## config.mk

```make
export PLATFORM = sky130hd
export DESIGN_NAME = msr_regs
export DESIGN_NICKNAME = d
export VERILOG_FILES = /design/src/msr_pkg.sv /design/src/msr_pwm_tick.sv /design/src/msr_regs.sv
export SDC_FILE = /design/constraint.sdc
export NUM_CORES = 1
export LEC_CHECK = 0
export ABC_CLOCK_PERIOD_IN_PS = 8400
export BUFFER_PORTS_ARGS = -buffer_cell sky130_fd_sc_hd__buf_2
export CAP_MARGIN = 20
export CORE_UTILIZATION = 40
export DETAILED_ROUTE_END_ITERATION = 10
export PLACE_DENSITY = 0.66
export SLEW_MARGIN = 20
export SYNTH_ARGS = -nofsm -noshare
export SYNTH_HDL_FRONTEND = slang
export SYNTH_SLANG_ARGS = --single-unit
export TNS_END_PERCENT = 100
```

## constraint.sdc

```tcl
create_clock -name clk -period 8.4 [get_ports clk]
set_input_delay 2.52 -clock clk [delete_from_list [all_inputs] [get_ports clk]]
set_output_delay 2.52 -clock clk [all_outputs]
set_load 0.03 [all_outputs]
```

## src/msr_pkg.sv

```systemverilog
// Package for the motor status and parameter register bank.
// Assumes a byte-wide register port driven by an I2C slave front end.
package msr_pkg;
  // Register addresses
  localparam logic [7:0] ADDR_PERIOD_HIGH    = 8'h13;
  localparam logic [7:0] ADDR_PERIOD_LOW     = 8'h14;
  localparam logic [7:0] ADDR_VCONST_HIGH    = 8'h15;
  localparam logic [7:0] ADDR_VCONST_LOW     = 8'h16;
  localparam logic [7:0] ADDR_ROTOR_ANGLE    = 8'h19;
  localparam logic [7:0] ADDR_SUPPLY_LEVEL   = 8'h1A;
  localparam logic [7:0] ADDR_SPEED_REQUEST  = 8'h1B;
  localparam logic [7:0] ADDR_BUF_SPEED_REQ  = 8'h1C;
  localparam logic [7:0] ADDR_FAULT_FLAGS    = 8'h1E;
  localparam logic [7:0] ADDR_MOTOR_PARAM_ONE   = 8'h20;
  localparam logic [7:0] ADDR_MOTOR_PARAM_TWO   = 8'h21;
  localparam logic [7:0] ADDR_MOTOR_PARAM_THREE   = 8'h22;
  localparam logic [7:0] ADDR_SYS_OPTION1    = 8'h23;
  localparam logic [7:0] ADDR_SYS_OPTION2    = 8'h24;
  // Field masks and positions
  localparam logic [7:0] FAULT_MASK          = 8'h3F;
  localparam int         FLD_CODE_SHIFT_LSB  = 4;
  localparam int         FLD_MODE_BIT        = 7;
  localparam int         FLD_SPIN_DET_BIT    = 3;
  localparam int         FLD_REV_EN_BIT      = 2;
  // Reset values of the writable parameters
  localparam logic [7:0] PARAM_RESET         = 8'h00;
  // Timing: 20 MHz clock, PWM rates and advance time unit
  localparam int         CLK_HZ              = 20000000;
  localparam int         PWM_SLOW_HZ         = 25000;
  localparam int         PWM_FAST_HZ         = 50000;
  localparam int         PWM_SLOW_CYC        = CLK_HZ / PWM_SLOW_HZ;
  localparam int         PWM_FAST_CYC        = CLK_HZ / PWM_FAST_HZ;
  localparam int         ADV_UNIT_NS10       = 25;    // 2.5 us in 100 ns units
  localparam int         ADV_UNIT_CYC        = (ADV_UNIT_NS10 * 100) / 50;
  localparam int         PERIOD_UNIT_US      = 10;
  localparam int         PERIOD_UNIT_CYC     = PERIOD_UNIT_US * (CLK_HZ / 1000000);
endpackage

```

## src/msr_pwm_tick.sv

```systemverilog
// Switching-rate tick generator for the drive stage.
// Assumes clk at 20 MHz; emits a one-cycle pulse each PWM period.
`timescale 1ns/1ps
`default_nettype none
module msr_pwm_tick
  import msr_pkg::*;
(
  input  wire logic clk,
  input  wire logic rst,
  input  wire logic fast_sel,
  output logic      tick
);
  typedef struct packed {
    logic [9:0] cnt;
    logic       tick;
  } msr_pwm_s;
  msr_pwm_s st_r;
  msr_pwm_s st_nxt;
  logic [9:0] limit;

  // Divider picks 25 or 50 kHz
  always_comb begin
    limit = fast_sel ? 10'(PWM_FAST_CYC - 1) : 10'(PWM_SLOW_CYC - 1);
    st_nxt = st_r;
    st_nxt.tick = 1'b0;
    if (st_r.cnt >= limit) begin
      st_nxt.cnt = 10'h000;
      st_nxt.tick = 1'b1;
    end else begin
      st_nxt.cnt = st_r.cnt + 10'h001;
    end
  end

  always_ff @(posedge clk or posedge rst) begin
    if (rst) begin
      st_r <= '0;
    end else begin
      st_r <= st_nxt;
    end
  end

  assign tick = st_r.tick;
endmodule // msr_pwm_tick
`default_nettype wire

```

## src/msr_regs.sv

```systemverilog
// Operation
// - Period reported as 16 bits, high then low, ten microseconds per count.
// - Velocity constant 16 bits at two addresses, high byte first.
// - Rotor angle estimate byte includes configured advance angle.
// - Supply level byte; volts equal code times 22.8 over 256.
// - Active speed request byte from analog, PWM or bus; all ones full.
// - Buffered speed request shows bits 8 to 1 of internal value.
// - Fault byte bits 5..0 hold six fault flags; bits 7,6 zero.
// - Rate select bit chooses 25 kHz clear or 50 kHz set.
// - Phase resistance: shift count bits 6:4, mantissa bits 3:0.
// - Adjust mode bit: full cycle clear, half cycle set.
// - BEMF constant: shift count and mantissa, mantissa shifted by count.
// - Advance mode bit: fixed time clear, speed-dependent time set.
// - Advance delay equals 2.5 us times shifted mantissa.
// - Stationary threshold code 0..3 picks 6, 3, 1.6, 0.8 Hz.
// - Bits 5:4 pick advance after sensing: 30 to 120 degrees.
// - Bit 3 enables initial spin detection.
// - Reverse drive enable bit plus 2-bit start speed field.
// - Open-loop current field picks 0.2 to 1.6 amperes.
// - Open-loop ramp rate field, codes 0 to 7.
// - Brake field: code 0 disables, 1 to 7 pick brake time.
// - All registers reached as bytes over the serial interface.
// - Parameter writes take effect only while write unlock is set.
//
// Register bank for motor monitor and parameter bytes.
// Assumes an I2C slave front end gives byte reads and writes on clk.
`timescale 1ns/1ps
`default_nettype none
module msr_regs
  import msr_pkg::*;
(
  input  wire logic        clk,
  input  wire logic        rst,
  // Byte access from the serial slave
  input  wire logic [7:0]  reg_addr,
  input  wire logic        reg_wr,
  input  wire logic [7:0]  reg_wdata,
  input  wire logic        reg_rd,
  output logic      [7:0]  reg_rdata,
  output logic             reg_rvalid,
  // Write unlock from the control register
  input  wire logic        config_write_unlock,
  // Core monitor values
  input  wire logic [15:0] electrical_period_value,
  input  wire logic [15:0] measured_velocity_constant,
  input  wire logic [7:0]  estimated_rotor_angle,
  input  wire logic [7:0]  supply_level_reading,
  input  wire logic [7:0]  speed_request_value,
  input  wire logic [8:0]  buffered_speed_request,
  input  wire logic [5:0]  fault_flags_in,
  // Decoded parameters to the motor core
  output logic             pwm_rate_select,
  output logic             pwm_tick,
  output logic [6:0]       phase_resistance_code,
  output logic [14:0]      phase_resistance_value,
  output logic             closed_loop_adjust_select,
  output logic [6:0]       bemf_constant_code,
  output logic [14:0]      bemf_constant_value,
  output logic             advance_timing_select,
  output logic [19:0]      advance_delay_cycles,
  output logic [1:0]       stationary_judge_threshold,
  output logic [1:0]       inductive_sense_advance_angle,
  output logic             spin_detect_enable,
  output logic             reverse_drive_enable,
  output logic [1:0]       reverse_drive_threshold,
  output logic [1:0]       open_loop_current_level,
  output logic [2:0]       open_loop_ramp_rate,
  output logic [2:0]       brake_duration,
  output logic             brake_enable
);
  typedef struct packed {
    logic [7:0]  rdata;
    logic        rvalid;
    logic [7:0]  period_lo_hold;
    logic [7:0]  vconst_lo_hold;
    logic [7:0]  param1;
    logic [7:0]  param2;
    logic [7:0]  param3;
    logic [7:0]  opt1;
    logic [7:0]  opt2;
    logic [14:0] res_val;
    logic [14:0] bemf_val;
    logic [19:0] adv_cyc;
    logic        brake_en;
    logic        tick;
  } msr_regs_s;

  msr_regs_s st_r;
  msr_regs_s st_nxt;
  logic      tick_w;

  // Drive-stage rate divider, steered by the rate select bit
  msr_pwm_tick u_pwm (
    .clk      (clk),
    .rst      (rst),
    .fast_sel (st_r.param1[FLD_MODE_BIT]),
    .tick     (tick_w)
  );

  // Shift-and-mantissa expansion shared by three fields
  function automatic logic [14:0] expand_code(input logic [6:0] code);
    logic [14:0] m;
    m = {11'h000, code[3:0]};
    expand_code = m << code[6:FLD_CODE_SHIFT_LSB];
  endfunction

  // Read mux, write decode and derived parameter values
  always_comb begin
    logic [7:0] rd;
    rd = 8'h00;
    st_nxt = st_r;
    st_nxt.rvalid = reg_rd;
    // Writes are gated by the unlock so a stray bus write cannot retune the motor
    if (reg_wr && config_write_unlock) begin
      case (reg_addr)
        ADDR_MOTOR_PARAM_ONE: st_nxt.param1 = reg_wdata;
        ADDR_MOTOR_PARAM_TWO: st_nxt.param2 = reg_wdata;
        ADDR_MOTOR_PARAM_THREE: st_nxt.param3 = reg_wdata;
        ADDR_SYS_OPTION1:  st_nxt.opt1   = reg_wdata;
        ADDR_SYS_OPTION2:  st_nxt.opt2   = reg_wdata;
        default:           st_nxt.opt2   = st_r.opt2;
      endcase
    end
    // Reading a high byte snapshots its low byte for a coherent pair
    case (reg_addr)
      ADDR_PERIOD_HIGH:   rd = electrical_period_value[15:8];
      ADDR_PERIOD_LOW:    rd = st_r.period_lo_hold;
      ADDR_VCONST_HIGH:   rd = measured_velocity_constant[15:8];
      ADDR_VCONST_LOW:    rd = st_r.vconst_lo_hold;
      ADDR_ROTOR_ANGLE:   rd = estimated_rotor_angle;
      ADDR_SUPPLY_LEVEL:  rd = supply_level_reading;
      ADDR_SPEED_REQUEST: rd = speed_request_value;
      ADDR_BUF_SPEED_REQ: rd = buffered_speed_request[8:1];
      ADDR_FAULT_FLAGS:   rd = {2'b00, fault_flags_in} & FAULT_MASK;
      ADDR_MOTOR_PARAM_ONE:  rd = st_r.param1;
      ADDR_MOTOR_PARAM_TWO:  rd = st_r.param2;
      ADDR_MOTOR_PARAM_THREE:  rd = st_r.param3;
      ADDR_SYS_OPTION1:   rd = st_r.opt1;
      ADDR_SYS_OPTION2:   rd = st_r.opt2;
      default:            rd = 8'h00;
    endcase
    if (reg_rd) begin
      st_nxt.rdata = rd;
      if (reg_addr == ADDR_PERIOD_HIGH) begin
        st_nxt.period_lo_hold = electrical_period_value[7:0];
      end
      if (reg_addr == ADDR_VCONST_HIGH) begin
        st_nxt.vconst_lo_hold = measured_velocity_constant[7:0];
      end
    end
    // Decoded values are registered to keep outputs off the write path
    st_nxt.res_val  = expand_code(st_r.param1[6:0]);
    st_nxt.bemf_val = expand_code(st_r.param2[6:0]);
    st_nxt.adv_cyc  = 20'(expand_code(st_r.param3[6:0])) * 20'(ADV_UNIT_CYC);
    st_nxt.brake_en = (st_r.opt2[2:0] != 3'b000);
    // Tick is buffered once so every output leaves a flip-flop
    st_nxt.tick     = tick_w;
  end

  // Single state register; parameters clear at reset
  always_ff @(posedge clk or posedge rst) begin
    if (rst) begin
      st_r <= '0;
    end else begin
      st_r <= st_nxt;
    end
  end

  // Field outputs straight from the state register
  assign reg_rdata                     = st_r.rdata;
  assign reg_rvalid                    = st_r.rvalid;
  assign pwm_rate_select               = st_r.param1[FLD_MODE_BIT];
  assign pwm_tick                      = st_r.tick;
  assign phase_resistance_code         = st_r.param1[6:0];
  assign phase_resistance_value        = st_r.res_val;
  assign closed_loop_adjust_select     = st_r.param2[FLD_MODE_BIT];
  assign bemf_constant_code            = st_r.param2[6:0];
  assign bemf_constant_value           = st_r.bemf_val;
  assign advance_timing_select         = st_r.param3[FLD_MODE_BIT];
  assign advance_delay_cycles          = st_r.adv_cyc;
  assign stationary_judge_threshold    = st_r.opt1[7:6];
  assign inductive_sense_advance_angle = st_r.opt1[5:4];
  assign spin_detect_enable            = st_r.opt1[FLD_SPIN_DET_BIT];
  assign reverse_drive_enable          = st_r.opt1[FLD_REV_EN_BIT];
  assign reverse_drive_threshold       = st_r.opt1[1:0];
  assign open_loop_current_level       = st_r.opt2[7:6];
  assign open_loop_ramp_rate           = st_r.opt2[5:3];
  assign brake_duration                = st_r.opt2[2:0];
  assign brake_enable                  = st_r.brake_en;
endmodule // msr_regs
`default_nettype wire

```

==> results of run 1 <==
==> kinds of logic (layout without fill, tap and decap cells) <==
family                   Yosys count  in the layout  share of synthesized area
flip-flops                       117            117                      0.397
AND/OR/NAND/NOR                  174            174                      0.130
adder cells (fa/ha/maj)           49             49                     0.0891
XOR/XNOR                          18             18                     0.0214
buffers and inverters            146            237                      0.120
other                              1             12                   0.000508
multiplexers                      93             93                      0.147
AO/OA/AOI/OAI                     98             98                     0.0952
==> per-layer routing <==
metal  up-vias  wire length [um]
met5         -                13
met3        35               957
met4         2               446
met1      2668              8440
met2       173              8360
li1       2561                 -
==> cell usage in the layout, fill, tap and decap left out, drive strengths merged, types with 13 or more instances in the layout <==
| cell type | n |
|---|---|
| nand3 | 13 |
| mux2i | 15 |
| a21oi | 15 |
| nand2 | 45 |
| clkbuf | 19 |
| nor2 | 41 |
| mux2 | 73 |
| o21ai | 15 |
| nor2b | 15 |
| dfrtp | 117 |
| ha | 43 |
| buf | 174 |
| inv | 33 |
==> stage by stage <==
step / setup WS [ns] / util / total power [mW] / instance area (um2)
6_report: 3.75 / 0.467 / 1.47 / 8420
5_1_grt: 3.30 / 0.467 / 1.53 / 8420
4_1_cts: 3.82 / 0.467 / 1.49 / 8420
3_5_place_dp: 3.55 / 0.434 / 0.749 / 7810
3_3_place_gp: 3.55 / 0.434 / 0.748 / 7810
2_1_floorplan: 2.78 / - / 0.712 / 7420
==> layout make-up <==
| type | count | area [um2] |
|---|---|---|
| Multi-Input combinational cell | 443 | 3610 |
| Clock inverter | 13 | 149 |
| Clock buffer | 19 | 453 |
| Sequential cell | 117 | 2930 |
| Inverter | 31 | 119 |
| Fill cell | 1742 | 9610 |
| Tap cell | 229 | 287 |
| Timing Repair Buffer | 174 | 873 |
| Antenna cell | 1 | 2.50 |
==> path summary, 6_finish.rpt <==
kind | from | endpoint | cells after the start | slack, ns
min reg2reg | u_pwm.tick | pwm_tick | 0 | 0.35
min in group asynchronous | rst | advance_delay_cycles[15] | 2 | 2.17
max reg2reg | st_r[73] | advance_delay_cycles[15] | 14 | 3.75
max in group asynchronous | rst | open_loop_current_level[0] | 3 | 4.92
min | u_pwm.tick | pwm_tick | 0 | 0.35
max | st_r[73] | advance_delay_cycles[15] | 14 | 3.75
==> sequential cells by signal, indices dropped and copies added, names as in the netlist, 3 cells and up <==
| signal | count |
|---|---|
| st_r | 23 |
| advance_delay_cycles | 17 |
| bemf_constant_value | 11 |
| phase_resistance_value | 11 |
| u_pwm.st_r | 10 |
| reg_rdata | 8 |
| bemf_constant_code | 7 |
| phase_resistance_code | 7 |
| brake_duration | 3 |
| open_loop_ramp_rate | 3 |
==> power by group <==
part | switching, mW | internal (mW) | total (mW)
Sequential | 0.0151 | 0.580 | 0.595
Combinational | 0.0926 | 0.0518 | 0.144
Clock | 0.278 | 0.455 | 0.733
Total | 0.386 | 1.09 | 1.47
==> worst register-to-register path: stages (launching register included) <==
cell and delay (ns):
dfrtp_1 0.65, nor2b_1 0.29, a22oi_1 0.10, o21ai_0 0.42
ha_1 0.33, ha_1 0.27, inv_1 0.05, fa_1 0.50
inv_1 0.04, ha_1 0.35, a21oi_1 0.21, o21ai_0 0.21
a2111oi_0 0.80, nor2_1 0.13, xor2_1 0.17
==> qor.json, run 1 <==
{
  "maxCapViolations": 0,
  "cp.arrival_ns": 4.95,
  "drc_errors": 0,
  "grt_setup_unrepaired": "false",
  "outcome": "complete, no violations",
  "cts.sink_count": 117,
  "worst_hold_path_type": "reg2reg",
  "share_of_post_route_cells_with_drive_strength_above_1": 0.378,
  "critPathMaxStageDelay_ns": 0.80,
  "first_global_vias": 5144,
  "area_delta_synth_final_pct": 14.0,
  "track_usage": 0.197,
  "boundaryPins": 186,
  "num_rows": 49,
  "maximum_ir_drop_on_the_vdd_rail_v": 0.000149,
  "synth_area_leaders": "dfrtp_1, mux2_2, buf_4",
  "synthesis.area_per_instance_um2": 10.6,
  "synth_largest_type_area_fraction": 0.397,
  "total_negative_slack_for_setup_checks_ns": 0,
  "ys_warn_count": 0,
  "die_w_um": 138,
  "finalHoldViolations": 0,
  "non_filler_instance_count_after_layout": 1027,
  "fin_crit_sh": 0.554,
  "timing_max_transition_violations_final": 0,
  "postRouteAntennaNets": 0,
  "crit_slowest_cell": "a2111oi_0",
  "grt_start_max_net_pins": 71,
  "number_of_resized_instances_in_the_post_cts_repair_step": 0,
  "routed_wl_um": 18200,
  "critPathKind": "reg2reg",
  "power_density_nw_per_um2": 175,
  "most_repeated_cell_in_the_gate_level_netlist_after_synthesis": "dfrtp_1",
  "met1_track_utilization_from_global_routing": 0.276,
  "post_detailed_route_via_to_cell_ratio": 5.30,
  "postCtsHoldBufs": 0,
  "critPathBufInv": 2,
  "timing.critical_path.from_type": "flip-flop",
  "critPathRequiredTime_ns": 8.70,
  "nets": 925,
  "worst_setup_hold_path_clk_slew_ns": 0.06,
  "gr-total-overflow": 0,
  "cellLeakagePower_nw": 4.51,
  "mappedNetlistArea_um2": 7380,
  "async_reset_ff_frac": 1.00,
  "cts_root_buf": "clkbuf_16",
  "critical_path_end_type": "flip-flop",
  "drt-initial-drc-count": 301,
  "synth.largest_area_cell": "dfrtp_1",
  "initial_utilization": 0.410,
  "postSynth.topFlopCell": "dfrtp_1",
  "core_um2": 18000,
  "critical_path.cell_chain": "nor2b_1, a22oi_1, o21ai_0, ha_1, ha_1, inv_1, fa_1, inv_1, ha_1, a21oi_1, o21ai_0, a2111oi_0, nor2_1, xor2_1",
  "tightestPinTransition_ns": 0.893,
  "timing.critical_path.max_delay_family": "compound AO/OA/AOI/OAI gates",
  "highest_clock_rate_ghz": 0.215,
  "ys_seq_area_frac": 0.397,
  "met2_demand_to_capacity_share_in_global_routing": 0.291,
  "count_of_flip_flops_with_a_built_in_enable_after_synthesis": 0,
  "post_synth_most_frequent_cells": "dfrtp_1, buf_4, mux2_2",
  "route.vias.total": 5439,
  "critical_path.most_common_cell": "ha_1",
  "worst-path-max-fanout": 15,
  "yosys_register_bits": 117,
  "max_slew_margin": 0.405,
  "final_estimated_routing_congestion_in_global_placement": 0.863,
  "clock_insertion_delay_worst_skew_ns": 0.42,
  "syn-instance-count": 696,
  "cts.path.max_buffers": 2,
  "min_period_ns": 4.65,
  "cts-buffers-inserted": 17,
  "die_height_um": 138,
  "cts_setup_buffers": 0,
  "clock_skew_ns": 0.00877,
  "wl_per_cell_um": 17.7,
  "antenna_found_initial": 1,
  "tritoncts": "yes",
  "placed_cells_incl_taps": 994,
  "grt.met3_usage": 0.0417,
  "estimated_wirelength_of_the_detail_placed_design_um": 13300,
  "htree_num_levels": 4,
  "busiest_layer": "met2",
  "fin_hold_ws_ns": 0.351,
  "placement.io_buffers": 173,
  "yosys.cell_types.count": 62,
  "grt_pass1_wl_um": 27900,
  "detailedRoute.firstPassIterationCount": 5,
  "fp.dieArea_um2": 19000,
  "number_of_setup_violations_in_the_final_report": 0
}
No activity file was read; power rests on OpenSTA's default activity.
==> run 2: changes to the inputs <==
ABC_AREA = 1   (was not set)
ABC_CLOCK_PERIOD_IN_PS = 4100   (was 8400)
PLACE_DENSITY = 0.68   (was 0.66)
clock period = 4.1 ns   (was 8.4 ns; I/O delays follow)
==> run 2 against run 1 <==
Compared with the run above:
- the run now ends with DRC left
- register-to-register slack worse by 3.4 ns
- sequential cell count did not move
- clock skew shrank 0.0012 ns
- final cell count increased by 26%
- via count rose by 15%
- sequential share of layout area down 0.62 points
- critical path type unchanged
- critical endpoint is now advance_delay_cycles[17]
- highest routed layer is now met4
==> qor.json, run 2 <==
{
  "most_repeated_cell_in_the_gate_level_netlist_after_synthesis": "nand2_1",
  "dpl_cell_area_um2": 7980,
  "synth.largest_area_cell": "dfrtp_1",
  "post_synth_most_frequent_cells": "nand2_1, nand3_1, inv_1",
  "cts.sink_count": 117,
  "maximum_ir_drop_on_the_vdd_rail_v": 0.000299,
  "cts.path.max_buffers": 2,
  "track_usage": 0.191,
  "estimated_wirelength_of_the_detail_placed_design_um": 14000,
  "postRouteAntennaNets": 0,
  "worst-path-max-fanout": 8,
  "critical_path_end_type": "flip-flop",
  "fin_hold_ws_ns": 0.354,
  "placement.io_buffers": 173,
  "htree_num_levels": 4,
  "register_share_of_total_power": 0.409,
  "num_rows": 49,
  "critPathMaxStageDelay_ns": 0.48,
  "detailedRoute.firstPassIterationCount": 11,
  "share_of_post_route_cells_with_drive_strength_above_1": 0.234,
  "number_of_setup_violations_in_the_final_report": 0,
  "routed_wl_um": 17900,
  "critPathKind": "reg2reg",
  "syn-instance-count": 952,
  "total_negative_slack_for_setup_checks_ns": 0,
  "finalWorstSetupSlack_ns": 0.364,
  "cts_setup_buffers": 0,
  "yosys.cell_types.count": 32,
  "area_delta_synth_final_pct": 13.8,
  "synth_area_leaders": "dfrtp_1, nand2_1, buf_4",
  "yosys_register_bits": 117,
  "timing.critical_path.from_type": "flip-flop",
  "finalHoldViolations": 0,
  "first_global_vias": 5768,
  "gr-total-overflow": 0,
  "worst_hold_path_type": "reg2reg",
  "power.switching_fraction": 0.269,
  "synth_largest_type_area_fraction": 0.389,
  "netSwitchingPower_mw": 0.804,
  "largest_register_ff_count": 23,
  "violated_checks": "DRC",
  "cts-buffers-inserted": 17,
  "worst_setup_hold_path_clk_slew_ns": 0.06,
  "antenna_found_initial": 0,
  "non_filler_instance_count_after_layout": 1289,
  "dp_slack_ns": 0.365,
  "p_comb_frac": 0.095,
  "fin_crit_sh": 0.911,
  "grt_start_max_net_pins": 70,
  "diodes": 0,
  "placed_cells_incl_taps": 1257,
  "max_slew_margin": 0.479,
  "critical_path.most_common_cell": "nand2_1",
  "final_estimated_routing_congestion_in_global_placement": 0.861,
  "timing_max_transition_violations_final": 0,
  "timing.reg2reg.setup_slack_ns": 0.36,
  "maxCapViolations": 0,
  "power_density_nw_per_um2": 349,
  "initial_utilization": 0.414,
  "crit_slowest_cell": "fa_1",
  "highest_clock_rate_ghz": 0.268,
  "critPathRequiredTime_ns": 4.45,
  "drt-initial-drc-count": 325,
  "critical_path.cell_chain": "inv_1, nand2_1, nand2_1, inv_1, nand2_1, o21ai_0, nor2_1, ha_1, ha_1, fa_1, ha_1, nand2_1, nand3_1, o21ai_0, o21ai_0, nand3_1, nand2_1, nand2_1, nand2_1",
  "layout_commonest_cell": "nand2_1",
  "core_um2": 18200,
  "boundaryPins": 186,
  "cp.arrival_ns": 4.08,
  "fp.dieArea_um2": 19400,
  "tritoncts": "yes",
  "cellLeakagePower_nw": 4.91,
  "postSynth.topFlopCell": "dfrtp_1",
  "finalInstanceArea_um2": 8570,
  "count_of_flip_flops_with_a_built_in_enable_after_synthesis": 0,
  "die_w_um": 139,
  "drc_errors": 13,
  "outcome": "finished, violations left",
  "finish.utilization": 0.471,
  "mappedNetlistArea_um2": 7530,
  "grt_setup_unrepaired": "false",
  "clock_skew_ns": 0.00761,
  "clock_insertion_delay_worst_skew_ns": 0.41,
  "wl_per_cell_um": 13.9,
  "grt_pass1_wl_um": 28900,
  "min_period_ns": 3.74,
  "ys_seq_area_frac": 0.389,
  "die_height_um": 139,
  "post_detailed_route_via_to_cell_ratio": 4.84,
  "power_report.internal_total_mw": 2.19,
  "ys_warn_count": 0,
  "async_reset_ff_frac": 1.00,
  "tightestPinTransition_ns": 0.779,
  "share_clk_of_total_power": 0.496,
  "route.vias.total": 6240,
  "synthesis.area_per_instance_um2": 7.91,
  "cts_root_buf": "clkbuf_16",
  "mostFrequentLayoutCells": "nand2_1, buf_2, nand3_1, inv_1, dfrtp_1",
  "nets": 1188,
  "biggest_register": "st_r",
  "post-layout-total-power_mw": 2.99
}
-- run 2: cell count changes after synthesis, sizes merged, moves of 14 or more --
| cell | previous run | this run |
|---|---|---|
| mux2i | 15 | 1 |
| nor2 | 41 | 67 |
| nand2 | 45 | 224 |
| inv | 31 | 121 |
| mux2 | 73 | 16 |
| o21ai | 15 | 64 |
| nand3 | 13 | 125 |
| nor2b | 15 | 0 |
-- run 2: logic make-up after synthesis --
| logic type | Yosys count | share of synthesized area |
|---|---|---|
| buffers and inverters | 236 | 0.169 |
| and+or+nand+nor | 435 | 0.256 |
| xor gates and xnor gates | 10 | 0.0116 |
| AOI/OAI and AO/OA | 87 | 0.0616 |
| muxes | 17 | 0.0252 |
| other | 1 | 0.000498 |
| DFF | 117 | 0.389 |
| adders and majority gates | 49 | 0.0874 |
-- run 2: worst max-delay path: cells and delay by family (launching register included) --
family / cells / cell delay [ns]
adders and majority gates: 4 / 1.44
buffers and inverters: 2 / 0.24
DFF: 1 / 0.47
AOI/OAI and AO/OA: 3 / 0.57
and+or+nand+nor: 10 / 0.94
-- run 2: path summary, 6_finish.rpt --
path,from,to,cells past startpoint
max,st_r[72],advance_delay_cycles[17],19
min,u_pwm.tick,pwm_tick,0
max reg2reg,st_r[72],advance_delay_cycles[17],19
min reg2reg,u_pwm.tick,pwm_tick,0
max in group asynchronous,rst,st_r[107],3
min in group asynchronous,rst,advance_delay_cycles[14],2
-- run 2: layer usage --
metal,part of all wire,track usage
met4,0.017,0.0649
met2,0.49,0.309
met5,0,0
met1,0.44,0.253
met3,0.054,0.0385
-- run 2: what timing repair did --
item,4_1_cts,5_1_grt
resized for setup,0,1
setup endpoints to repair,0,1
hold buffers,0,0
-- run 2: cell type report --
| type | count | area [um2] |
|---|---|---|
| fillers | 1832 | 9640 |
| well taps | 229 | 287 |
| multi-input cells | 609 | 3370 |
| clock inverters | 15 | 169 |
| repair buffers | 180 | 931 |
| flip-flops and latches | 117 | 2930 |
| clock buffers | 17 | 425 |
| inverters | 122 | 462 |
-- run 2: power groups by stage --
stage                     logic, mW  clock network, mW  registers, mW
after floorplan               0.228                  0           1.23
after global placement        0.283                  0           1.24
after detailed placement      0.287                  0           1.24
after CTS                     0.287               1.52           1.22
after global routing          0.313               1.58           1.23
final                         0.284               1.49           1.22
